[config.mk]
export PLATFORM = sky130hd
export DESIGN_NAME = system_watchdog_timer
export DESIGN_NICKNAME = d
export VERILOG_FILES = /design/src/hdl/watchdog_pkg.sv /design/src/hdl/system_watchdog_timer.sv /design/src/hdl/watchdog_prescaler.sv
export VERILOG_INCLUDE_DIRS = /design/src /design/src/hdl
export SDC_FILE = /design/constraint.sdc
export NUM_CORES = 1
export LEC_CHECK = 0
export BUFFER_PORTS_ARGS = -buffer_cell sky130_fd_sc_hd__buf_4
export CAP_MARGIN = 20
export CORE_MARGIN = 10
export CORE_UTILIZATION = 40
export CTS_CLUSTER_SIZE = 12
export DETAILED_ROUTE_END_ITERATION = 10
export SETUP_SLACK_MARGIN = 0.3
export SKIP_CTS_REPAIR_TIMING = 1
export SYNTH_ARGS = -nofsm -noshare
export SYNTH_HDL_FRONTEND = slang
export SYNTH_SLANG_ARGS = --single-unit
[constraint.sdc]
create_clock -name ref_clk -period 2.29 [get_ports ref_clk]
set_input_delay 0 -clock ref_clk [delete_from_list [all_inputs] [get_ports ref_clk]]
set_output_delay 0 -clock ref_clk [all_outputs]
set_load 0.02 [all_outputs]
[src/hdl/watchdog_defs.svh]
// Timing counts, reset values and widths of the system watchdog.
// Assumes inclusion by bare name from the watchdog design files.
`ifndef WATCHDOG_DEFS_SVH
`define WATCHDOG_DEFS_SVH

// ==========================================================
// Widths
`define WDT_CNT_W        16
`define WDT_PRE_W        14
`define WDT_WARN_W       8

// ==========================================================
// Prescaler terminal values
`define WDT_PRE_LONG_MAX  14'h3FFF
`define WDT_PRE_SHORT_MAX 14'h00FF

// ==========================================================
// Reset defaults: 6.5 ms at 10 MHz = 65,000 cycles, about 254 ticks of 256
`define WDT_DEF_PRESCALE 1'b1
`define WDT_DEF_PRESET   16'hFF02
`define WDT_CNT_MAX      16'hFFFF

// ==========================================================
// Prewarning to reset request, in prescaled ticks
`define WDT_WARN_TICKS   8'h10

`endif

[src/hdl/watchdog_pkg.sv]
// Types of the system watchdog.
// Assumes nothing beyond the defs header.
package watchdog_pkg;

  typedef enum logic [2:0] {
    WD_RUN   = 3'b001,
    WD_WARN  = 3'b010,
    WD_RESET = 3'b100
  } wd_state_type;

endpackage

[src/hdl/system_watchdog_timer.sv]
// Function
// RULE1 - Watchdog runs out of every reset without any software action.
// RULE2 - Off and on instructions stop and restart the watchdog at any time. Code: off no longer stops it once overflow has raised the prewarning.
// RULE3 - Software must service the watchdog before the counter overflows.
// RULE4 - Overflow raises a prewarning interrupt first, then a reset request.
// RULE5 - Sixteen-bit counter advanced by system clock divided by 16,384 or 256.
// RULE6 - Counter preset from a software-programmable preset value register.
// RULE7 - Each service loads counter from preset value and clears the prescaler. Code: service does neither once overflow has raised the prewarning.
// RULE8 - Default prescaler and preset give 6.5 ms at 10 MHz.
// RULE9 - Fixed tick delay from prewarning to reset; reset request held until reset.
//
// System watchdog core: counter, preset register and overflow sequencing.
// Assumes instruction strobes are one-cycle pulses on ref_clk.
`timescale 1ns/1ps
`include "watchdog_defs.svh"

module system_watchdog_timer (
  input  wire logic        ref_clk,
  input  wire logic        rstn,
  input  wire logic        serviceStrobe,
  input  wire logic        watchdogOffInstruction,
  input  wire logic        watchdogOnInstruction,
  input  wire logic        presetWrite,
  input  wire logic [15:0] presetWriteData,
  input  wire logic        prescaleWrite,
  input  wire logic        prescaleWriteData,
  output logic             prewarnIrq,
  output logic             resetRequest,
  output logic [15:0]      counterValue,
  output logic             running
);

  logic                     enable_r;
  logic                     enable_nxt;
  logic [`WDT_CNT_W-1:0]    watchdogPresetValue_r;
  logic [`WDT_CNT_W-1:0]    watchdogPresetValue_nxt;
  logic                     divShort_r;
  logic                     divShort_nxt;
  logic [`WDT_CNT_W-1:0]    cnt_r;
  logic [`WDT_CNT_W-1:0]    cnt_nxt;
  logic [`WDT_WARN_W-1:0]   warn_r;
  logic [`WDT_WARN_W-1:0]   warn_nxt;
  logic                     irq_r;
  logic                     irq_nxt;
  watchdog_pkg::wd_state_type state_r;
  watchdog_pkg::wd_state_type state_nxt;
  logic                     reqRst_r;
  logic                     reqRst_nxt;
  logic                     tick;
  logic                     preRun;
  logic                     preClear;
  logic                     inRun;
  logic                     svcTake;
  logic                     cntTick;
  logic                     overflow;
  logic                     warnDone;

  // ==========================================================
  // Prescaler
  assign preRun   = enable_r || (state_r != watchdog_pkg::WD_RUN);
  assign preClear = serviceStrobe && (state_r == watchdog_pkg::WD_RUN);  // [RULE7]

  watchdog_prescaler u_prescaler (
    .ref_clk  (ref_clk),
    .rstn     (rstn),
    .run      (preRun),
    .clear    (preClear),
    .divShort (divShort_r),
    .tick     (tick)
  );

  // ==========================================================
  // Events
  assign inRun    = (state_r == watchdog_pkg::WD_RUN);
  assign svcTake  = serviceStrobe && inRun;  // [RULE7]
  assign cntTick  = tick && enable_r && inRun && !serviceStrobe;  // [RULE5]
  assign overflow = cntTick && (cnt_r == `WDT_CNT_MAX);  // [RULE4]
  assign warnDone = tick && (state_r == watchdog_pkg::WD_WARN) && (warn_r == `WDT_WARN_TICKS - 8'h01);  // [RULE9]

  // ==========================================================
  // Enable
  always_comb begin
    enable_nxt = enable_r;
    if (watchdogOffInstruction) begin
      enable_nxt = 1'b0;  // [RULE2]
    end
    if (watchdogOnInstruction) begin
      enable_nxt = 1'b1;  // [RULE2]
    end
  end

  always_ff @(posedge ref_clk or negedge rstn) begin
    if (!rstn) begin
      enable_r <= 1'b1;  // [RULE1]
    end else begin
      enable_r <= enable_nxt;
    end
  end

  // ==========================================================
  // Preset value
  always_comb begin
    watchdogPresetValue_nxt = watchdogPresetValue_r;
    if (presetWrite) begin
      watchdogPresetValue_nxt = presetWriteData;  // [RULE6]
    end
  end

  always_ff @(posedge ref_clk or negedge rstn) begin
    if (!rstn) begin
      watchdogPresetValue_r <= `WDT_DEF_PRESET;  // [RULE8]
    end else begin
      watchdogPresetValue_r <= watchdogPresetValue_nxt;
    end
  end

  // ==========================================================
  // Prescale select
  always_comb begin
    divShort_nxt = divShort_r;
    if (prescaleWrite) begin
      divShort_nxt = prescaleWriteData;  // [RULE5]
    end
  end

  always_ff @(posedge ref_clk or negedge rstn) begin
    if (!rstn) begin
      divShort_r <= `WDT_DEF_PRESCALE;  // [RULE8]
    end else begin
      divShort_r <= divShort_nxt;
    end
  end

  // ==========================================================
  // Overflow sequence
  always_comb begin
    state_nxt = state_r;
    unique case (state_r)
      watchdog_pkg::WD_RUN: begin
        if (overflow) begin
          state_nxt = watchdog_pkg::WD_WARN;  // [RULE4]
        end
      end
      watchdog_pkg::WD_WARN: begin
        if (warnDone) begin
          state_nxt = watchdog_pkg::WD_RESET;  // [RULE9]
        end
      end
      watchdog_pkg::WD_RESET: begin
        state_nxt = watchdog_pkg::WD_RESET;  // [RULE9]
      end
      default: begin
        state_nxt = watchdog_pkg::WD_RESET;
      end
    endcase
  end

  always_ff @(posedge ref_clk or negedge rstn) begin
    if (!rstn) begin
      state_r <= watchdog_pkg::WD_RUN;
    end else begin
      state_r <= state_nxt;
    end
  end

  // ==========================================================
  // Counter
  always_comb begin
    cnt_nxt = cnt_r;
    if (svcTake || overflow) begin
      cnt_nxt = watchdogPresetValue_r;  // [RULE7]
    end else if (cntTick) begin
      cnt_nxt = cnt_r + 16'h0001;  // [RULE5]
    end
  end

  always_ff @(posedge ref_clk or negedge rstn) begin
    if (!rstn) begin
      cnt_r <= `WDT_DEF_PRESET;  // [RULE1]
    end else begin
      cnt_r <= cnt_nxt;
    end
  end

  // ==========================================================
  // Prewarning delay
  always_comb begin
    warn_nxt = warn_r;
    if (overflow) begin
      warn_nxt = '0;
    end else if (tick && (state_r == watchdog_pkg::WD_WARN) && !warnDone) begin
      warn_nxt = warn_r + 8'h01;  // [RULE9]
    end
  end

  always_ff @(posedge ref_clk or negedge rstn) begin
    if (!rstn) begin
      warn_r <= '0;
    end else begin
      warn_r <= warn_nxt;
    end
  end

  // ==========================================================
  // Prewarning pulse
  always_comb begin
    irq_nxt = overflow;  // [RULE4]
  end

  always_ff @(posedge ref_clk or negedge rstn) begin
    if (!rstn) begin
      irq_r <= 1'b0;
    end else begin
      irq_r <= irq_nxt;
    end
  end

  // ==========================================================
  // Reset request
  always_comb begin
    reqRst_nxt = reqRst_r;
    if (warnDone || (state_r == watchdog_pkg::WD_RESET)) begin
      reqRst_nxt = 1'b1;  // [RULE9]
    end
  end

  always_ff @(posedge ref_clk or negedge rstn) begin
    if (!rstn) begin
      reqRst_r <= 1'b0;
    end else begin
      reqRst_r <= reqRst_nxt;
    end
  end

  // ==========================================================
  // Outputs
  assign prewarnIrq   = irq_r;
  assign resetRequest = reqRst_r;  // [RULE4]
  assign counterValue = cnt_r;
  assign running      = enable_r;

endmodule

[src/hdl/watchdog_prescaler.sv]
// Selectable divide-by-16,384 or divide-by-256 tick divider.
// Assumes one system clock and a synchronous clear from the watchdog core.
`timescale 1ns/1ps
`include "watchdog_defs.svh"

module watchdog_prescaler (
  input  wire logic ref_clk,
  input  wire logic rstn,
  input  wire logic run,
  input  wire logic clear,
  input  wire logic divShort,
  output logic      tick
);

  logic [`WDT_PRE_W-1:0] pre_r;
  logic [`WDT_PRE_W-1:0] pre_nxt;
  logic [`WDT_PRE_W-1:0] preMax;

  // ==========================================================
  // Divider
  always_comb begin
    preMax  = divShort ? `WDT_PRE_SHORT_MAX : `WDT_PRE_LONG_MAX;
    tick    = run && !clear && (pre_r >= preMax);  // [RULE5]
    pre_nxt = pre_r;
    if (clear || tick) begin
      pre_nxt = '0;  // [RULE7]
    end else if (run) begin
      pre_nxt = pre_r + 14'h0001;
    end
  end

  always_ff @(posedge ref_clk or negedge rstn) begin
    if (!rstn) begin
      pre_r <= '0;
    end else begin
      pre_r <= pre_nxt;
    end
  end

endmodule

==> results of run 1 <==
cell usage after synthesis (4+ instances only):
cell type  count  area [um2]
a31oi_1        4       25.02
dfrtp_1       40        1001
ha_1           9       112.6
nand2_1       22       82.58
mux2_2        17       191.4
buf_2          5       25.02
nand4_1        8       50.05
nand3_1       14       70.07
or3_1          5       31.28
o21ai_0       17       85.08
a21oi_1       13       65.06
xnor2_1       12       105.1
a21o_1         4       30.03
nor2_1        33       123.9
clkbuf_1       5       18.77
inv_1         13       48.80
nor3_1         9       45.04
mux2i_1       14       140.1
o2bb2ai_1      6       52.55
dfstp_2       21       551.8
worst reg2reg max path, stage by stage (launching register included):
cell,delay (ns)
dfstp_2,0.60
ha_1,0.27
nand4_1,0.19
nor2_2,0.09
or3_4,0.39
a21oi_4,0.15
buf_12,0.20
mux2i_1,0.21
a22oi_1,0.10
metrics by stage:
step	total power, W	utilization [%]	hold WS [ns]	cell area (um2)
detailed placement	0.001338	46.91	0.1387	3835
global route	0.002316	52.54	0.1054	4295
global placement	0.001333	46.91	0.1342	3835
CTS	0.002214	49.02	-0.2356	4008
floorplan	0.001254	-	-0.2956	3346
finish	0.002212	52.54	0.1035	4295
state kept, by name (all words and copies together) (netlist names):
name / count
state_r: 3
running: 1
prewarnIrq: 1
warn_r: 8
counterValue: 16
resetRequest: 1
u_prescaler.pre_r: 14
watchdogPresetValue_r: 16
divShort_r: 1
logic make-up (layout without fill, tap and decap cells):
logic type	Yosys count	count (layout)
AND/OR/NAND/NOR	119	119
flip-flops	61	61
multiplexers	31	31
buffers and inverters	29	111
adder cells (fa/ha/maj)	9	9
XOR/XNOR	13	13
AO/OA/AOI/OAI	66	66
per-layer routing:
metal	share of wire (%)	vias up	GRT usage, %	routed length [um]
met5	0	-	0	0
met4	1.6	0	5.141	132
met3	4.7	12	3.704	379
met2	49	51	19.46	3981
met1	45	1317	15.99	3607
li1	-	1336	-	-
final timing paths:
path / from / end / slack [ns]
min in group asynchronous: rstn / u_prescaler.pre_r[0]$_DFFE_PN0P_ / 0.28
hold / removal: presetWrite / watchdogPresetValue_r[3]$_DFFE_PN0P_ / 0.10
setup / recovery: divShort_r$_DFFE_PN1P_ / counterValue[2]$_DFFE_PN0P_ / -0.02
setup reg to reg: divShort_r$_DFFE_PN1P_ / counterValue[2]$_DFFE_PN0P_ / -0.02
hold reg to reg: resetRequest$_DFFE_PN0P_ / resetRequest$_DFFE_PN0P_ / 0.49
max in group asynchronous: rstn / counterValue[6]$_DFFE_PN0P_ / 1.49
power by group through the flow:
stage	Combinational (W)	Sequential, W	Clock (W)
after floorplan	0.0000899	0.00116	0
after global placement	0.000164	0.00117	0
after detailed placement	0.000168	0.00117	0
after CTS	0.000168	0.00115	0.000895
after global routing	0.000217	0.00115	0.000945
final	0.000198	0.00115	0.000863
placed cells by master, fill, tap and decap left out, types with 5 or more instances in the layout:
| master | n |
|---|---|
| dfrtp_1 | 40 |
| o21ai_0 | 16 |
| inv_1 | 13 |
| mux2_2 | 17 |
| dlygate4sd3_1 | 22 |
| o2bb2ai_1 | 6 |
| xnor2_1 | 12 |
| a21oi_1 | 13 |
| clkbuf_8 | 11 |
| buf_4 | 58 |
| or3_1 | 5 |
| nor2_1 | 32 |
| nand4_1 | 8 |
| mux2i_1 | 14 |
| nand3_1 | 13 |
| nor3_1 | 8 |
| ha_1 | 9 |
| dfstp_2 | 21 |
| nand2_1 | 22 |
area by class of cell:
type | instances | area [um2] | area share [%]
multi-input cells | 238 | 1708 | 39.76
flip-flops and latches | 61 | 1553 | 36.15
clock inverters | 2 | 10.01 | 0.2330
well taps | 105 | 131.4 | 3.059
clock buffers | 14 | 162.7 | 3.787
repair buffers | 81 | 675.6 | 15.73
inverters | 14 | 55.05 | 1.282
==> results_dict.tcl, run 1 <==
set metrics [dict create \
    status "finished with violations" \
    violations "negative setup slack" \
    syn_area_mm2 0.003338 \
    ys.flop_type "dfrtp_1" \
    synth_xor_area_share_pct 3.411 \
    powerDensity_mw_per_mm2 514.9 \
    drt_iter0_drc 148 \
    dp_hpwl_um 5543 \
    drt_first_pass_iters 4 \
    grt_pass1_wl_um 13020 \
    sw_frac_of_total_pct 23.75 \
    layout-drive-gt1-share_pct 32.68 \
    path_class "flop to flop" \
    grt_max_degree 62 \
    period_minus_slack_ns 2.310 \
    hold_viol_final 0 \
    combPwrFrac_pct 8.9 \
    peakVddDrop_uv 338.6 \
    path_cells "ha_1, nand4_1, nor2_2, or3_4, a21oi_4, buf_12, mux2i_1, a22oi_1" \
    crit_slowest_cell "dfstp_2" \
    finalCritPeriodShare_pct 100.9 \
    avgRoutedWirePerCell_um 15.73 \
    synth_cell_types 57 \
    tightestPinTransition_ns 0.7795 \
    required_ns 2.51 \
    dpl.cell_count 477 \
    crit_cells 8 \
    die_h_um 111.4 \
    critPathMaxFanout 22 \
    yosysWarnings 0 \
    crit_family "simple AND/OR/NAND/NOR gates" \
    cts_tree "built" \
    async_flop_share_pct 100.0 \
    synth_edf_count 0 \
    remaining_drc_errors 0 \
    tns_ns -0.04707 \
    clock.fmax_mhz 432.9 \
    worstPathArrival_ns 2.53 \
    fin_skew_ns 0.006953 \
    synthMuxAreaShare_pct 9.933 \
    die-area_mm2 0.01240 \
    synth_compound_area_share_pct 13.19 \
    setup_slack_ns -0.01977 \
    endpoint_kind "flop" \
    fin_nets 438 \
    overflow 0 \
    start_util_pct 40.83 \
    setup_viol 4 \
    p_int_w 0.001686 \
    clk_pin_slew_ns 0.07 \
    dp_slack_ns -0.06424 \
    grt_pass1_vias 2568 \
    slew_headroom_pct 48.03 \
    switchingPower_w 0.0005253 \
    dr_total_vias 2716 \
    syn_inst 328 \
    nFillCells 768 \
    rsz0062_at_grt "yes" \
    die_w_um 111.4 \
    ant_nets 0 \
    antenna_found_initial 0 \
    num_rows 33 \
    drt-total-wl_um 8099 \
    syn_to_final_growth_pct 28.67 \
    hold_path_depth 2 \
    min_path_type "primary input to flop" \
    leakage_nw 1.801 \
    clkSinkCount 61 \
    yosysSeqAreaShare_pct 46.51 \
    worstSkewPairLatency_ns 0.34 \
    critPathMaxStageDelay_ns 0.60 \
    clockRootBuffer "clkbuf_8" \
    fin_cells 515 \
    p_clk_share_pct 39.0 \
    gp_congestion 0.8352 \
    n_antenna_cell 0 \
    max-cap-violations 0 \
    synth_top_family_by_area "simple AND/OR/NAND/NOR gates" \
    coreArea_mm2 0.008175 \
    boundaryPins 43 \
    drv_slew 0 \
    numCtsBuffers 9 \
    syn-num-nets 361 \
    clock_path_buffers 2 \
    cp-start-kind "flop" \
    htree_levels 3 \
    grt_usage_pct 12.56 \
    io_buffer_count 42 \
    synthSimpleGateAreaFrac_pct 19.08 \
    cp_num_buf_inv 1 \
    reg2reg_depth 8 \
    synth_seq_cells 61 \
    syn_area_per_cell_um2 10.18 \
    seqPwrFrac_pct 52.0 \
    vias_per_cell 5.274 \
    synthAdderAreaFrac_pct 3.373 \
]
Power figures use the tool's default switching activity.
==> inputs of run 2 (changes only) <==
--- a/config.mk
+++ b/config.mk
@@ -7,7 +7,6 @@
 export NUM_CORES = 1
 export LEC_CHECK = 0
 export BUFFER_PORTS_ARGS = -buffer_cell sky130_fd_sc_hd__buf_4
-export CAP_MARGIN = 20
 export CORE_MARGIN = 10
 export CORE_UTILIZATION = 40
 export CTS_CLUSTER_SIZE = 12
==> constraint.sdc (replaced) <==
create_clock -name ref_clk -period 2.04 [get_ports ref_clk]
set_input_delay 0 -clock ref_clk [delete_from_list [all_inputs] [get_ports ref_clk]]
set_output_delay 0 -clock ref_clk [all_outputs]
set_load 0.02 [all_outputs]
==> results_dict.tcl, run 2 (synthesized netlist as in run 1, its figures left out) <==
set metrics [dict create \
    num_rows 33 \
    finalCritPeriodShare_pct 114.6 \
    hold_viol_final 0 \
    antenna_found_initial 1 \
    final_common_cell "buf_4" \
    period_minus_slack_ns 2.338 \
    critPathMaxFanout 17 \
    htree_levels 3 \
    postPlaceCellArea_mm2 0.004025 \
    postLayoutCoreUtil_pct 55.80 \
    crit_slowest_cell "dfstp_2" \
    min_path_type "primary input to flop" \
    p_total_w 0.002648 \
    leakage_nw 1.949 \
    clk_pin_slew_ns 0.08 \
    slew_headroom_pct 47.88 \
    cp_num_buf_inv 2 \
    boundaryPins 43 \
    layout_common_cells "buf_4 (80), dfrtp_1 (40), nor2_1 (33)" \
    drv_slew 0 \
    remaining_drc_errors 0 \
    vias_per_cell 5.201 \
    numCtsBuffers 9 \
    max-cap-violations 0 \
    status "finished with violations" \
    clockRootBuffer "clkbuf_8" \
    powerDensity_mw_per_mm2 580.4 \
    cts_tree "built" \
    worstSkewPairLatency_ns 0.35 \
    clock.fmax_mhz 427.7 \
    grt_pass1_wl_um 13740 \
    gp_congestion 0.8206 \
    grt_max_degree 62 \
    endpoint_kind "flop" \
    critPathMaxStageDelay_ns 0.59 \
    path_class "flop to flop" \
    dp_hpwl_um 5828 \
    required_ns 2.27 \
    die-area_mm2 0.01240 \
    clock_path_buffers 2 \
    io_buffer_count 42 \
    cp-start-kind "flop" \
    tightestPinTransition_ns 0.7818 \
    start_util_pct 40.83 \
    syn_to_final_growth_pct 36.66 \
    fin_nets 465 \
    dr_total_vias 2824 \
    finish.instance_area_mm2 0.004562 \
    rsz0062_at_grt "yes" \
    coreArea_mm2 0.008175 \
    setup_slack_ns -0.2980 \
    peakVddDrop_uv 351.2 \
    path_cells "buf_4, ha_1, nand4_1, nor4_4, nor3_4, o21a_1, buf_12, a21o_1, o2bb2ai_1" \
    grt_usage_pct 13.05 \
    drt-total-wl_um 8524 \
    ant_nets 0 \
    drt_first_pass_iters 5 \
    grt_pass1_vias 2786 \
    worstPathArrival_ns 2.57 \
    layout-drive-gt1-share_pct 37.30 \
    drt_iter0_drc 96 \
    setup_viol 42 \
    avgRoutedWirePerCell_um 15.70 \
    overflow 0 \
    die_w_um 111.4 \
    crit_family "simple AND/OR/NAND/NOR gates" \
    violations "negative setup slack" \
    clkSinkCount 61 \
    die_h_um 111.4 \
    reg2reg_slack_ns -0.30 \
    fin_skew_ns 0.01350 \
]
run 2: changes by cell type in the layout (fill, tap and decap cells not counted), moves of 2 or more:
cell | before | now
clkinv_2 | 2 | 0
clkbuf_1 | 3 | 0
buf_4 | 58 | 80
a21oi_1 | 13 | 9
buf_12 | 1 | 3
a21oi_2 | 2 | 6
buf_6 | 0 | 2
nor4_4 | 3 | 1
clkinvlp_4 | 0 | 3
run 2: metal layers:
metal / wire, um / up-vias / global-route usage, %
li1: - / 1391 / -
met1: 3837 / 1352 / 16.23
met2: 4196 / 73 / 20.63
met3: 396 / 8 / 4.831
met4: 93 / 0 / 3.942
met5: 0 / - / 0
run 2: stage by stage:
stage	hold slack [ns]	setup WS (ns)	setup TNS, ns	std cells
floorplan	-0.2956	-0.2613	-3.209	328
global placement	0.1398	-0.2644	-6.046	499
detailed placement	0.1380	-0.3519	-9.004	499
CTS	-0.2387	-0.3604	-9.591	515
global route	0.08546	-0.4570	-12.57	543
finish	0.06293	-0.2980	-7.989	543
run 2: report_power, final:
group / switching, W / leakage [nW] / total (W) / internal (W)
combinational: 0.000101 / 1.17 / 0.000229 / 0.000128
sequential: 0.0000273 / 0.685 / 0.00129 / 0.00126
clock: 0.000525 / 0.0951 / 0.00113 / 0.000603
total: 0.000653 / 1.95 / 0.00265 / 0.00199
run 2: path summary, 6_finish.rpt:
path	startpoint	end	cells after the start
max	divShort_r$_DFFE_PN1P_	counterValue[6]$_DFFE_PN0P_	9
min	serviceStrobe	counterValue[8]$_DFFE_PN1P_	4
max reg2reg	divShort_r$_DFFE_PN1P_	counterValue[6]$_DFFE_PN0P_	9
min reg2reg	resetRequest$_DFFE_PN0P_	resetRequest$_DFFE_PN0P_	1
max in group asynchronous	rstn	u_prescaler.pre_r[4]$_DFFE_PN0P_	2
min in group asynchronous	rstn	u_prescaler.pre_r[1]$_DFFE_PN0P_	2
run 2: area by class of cell:
class | instances | area (um2)
Fill cell | 755 | 3613
Multi-Input combinational cell | 239 | 1709
Sequential cell | 61 | 1553
Timing Repair Buffer | 107 | 903.4
Clock buffer | 10 | 137.6
Tap cell | 105 | 131.4
Clock inverter | 6 | 70.07
Inverter | 14 | 55.05
Antenna cell | 1 | 2.502
run 2: tightest hold or removal path, cell delays in order:
cell,delay [ns]
buf_4,0.15
nor2_1,0.06
o21ai_0,0.13
o21ai_1,0.06
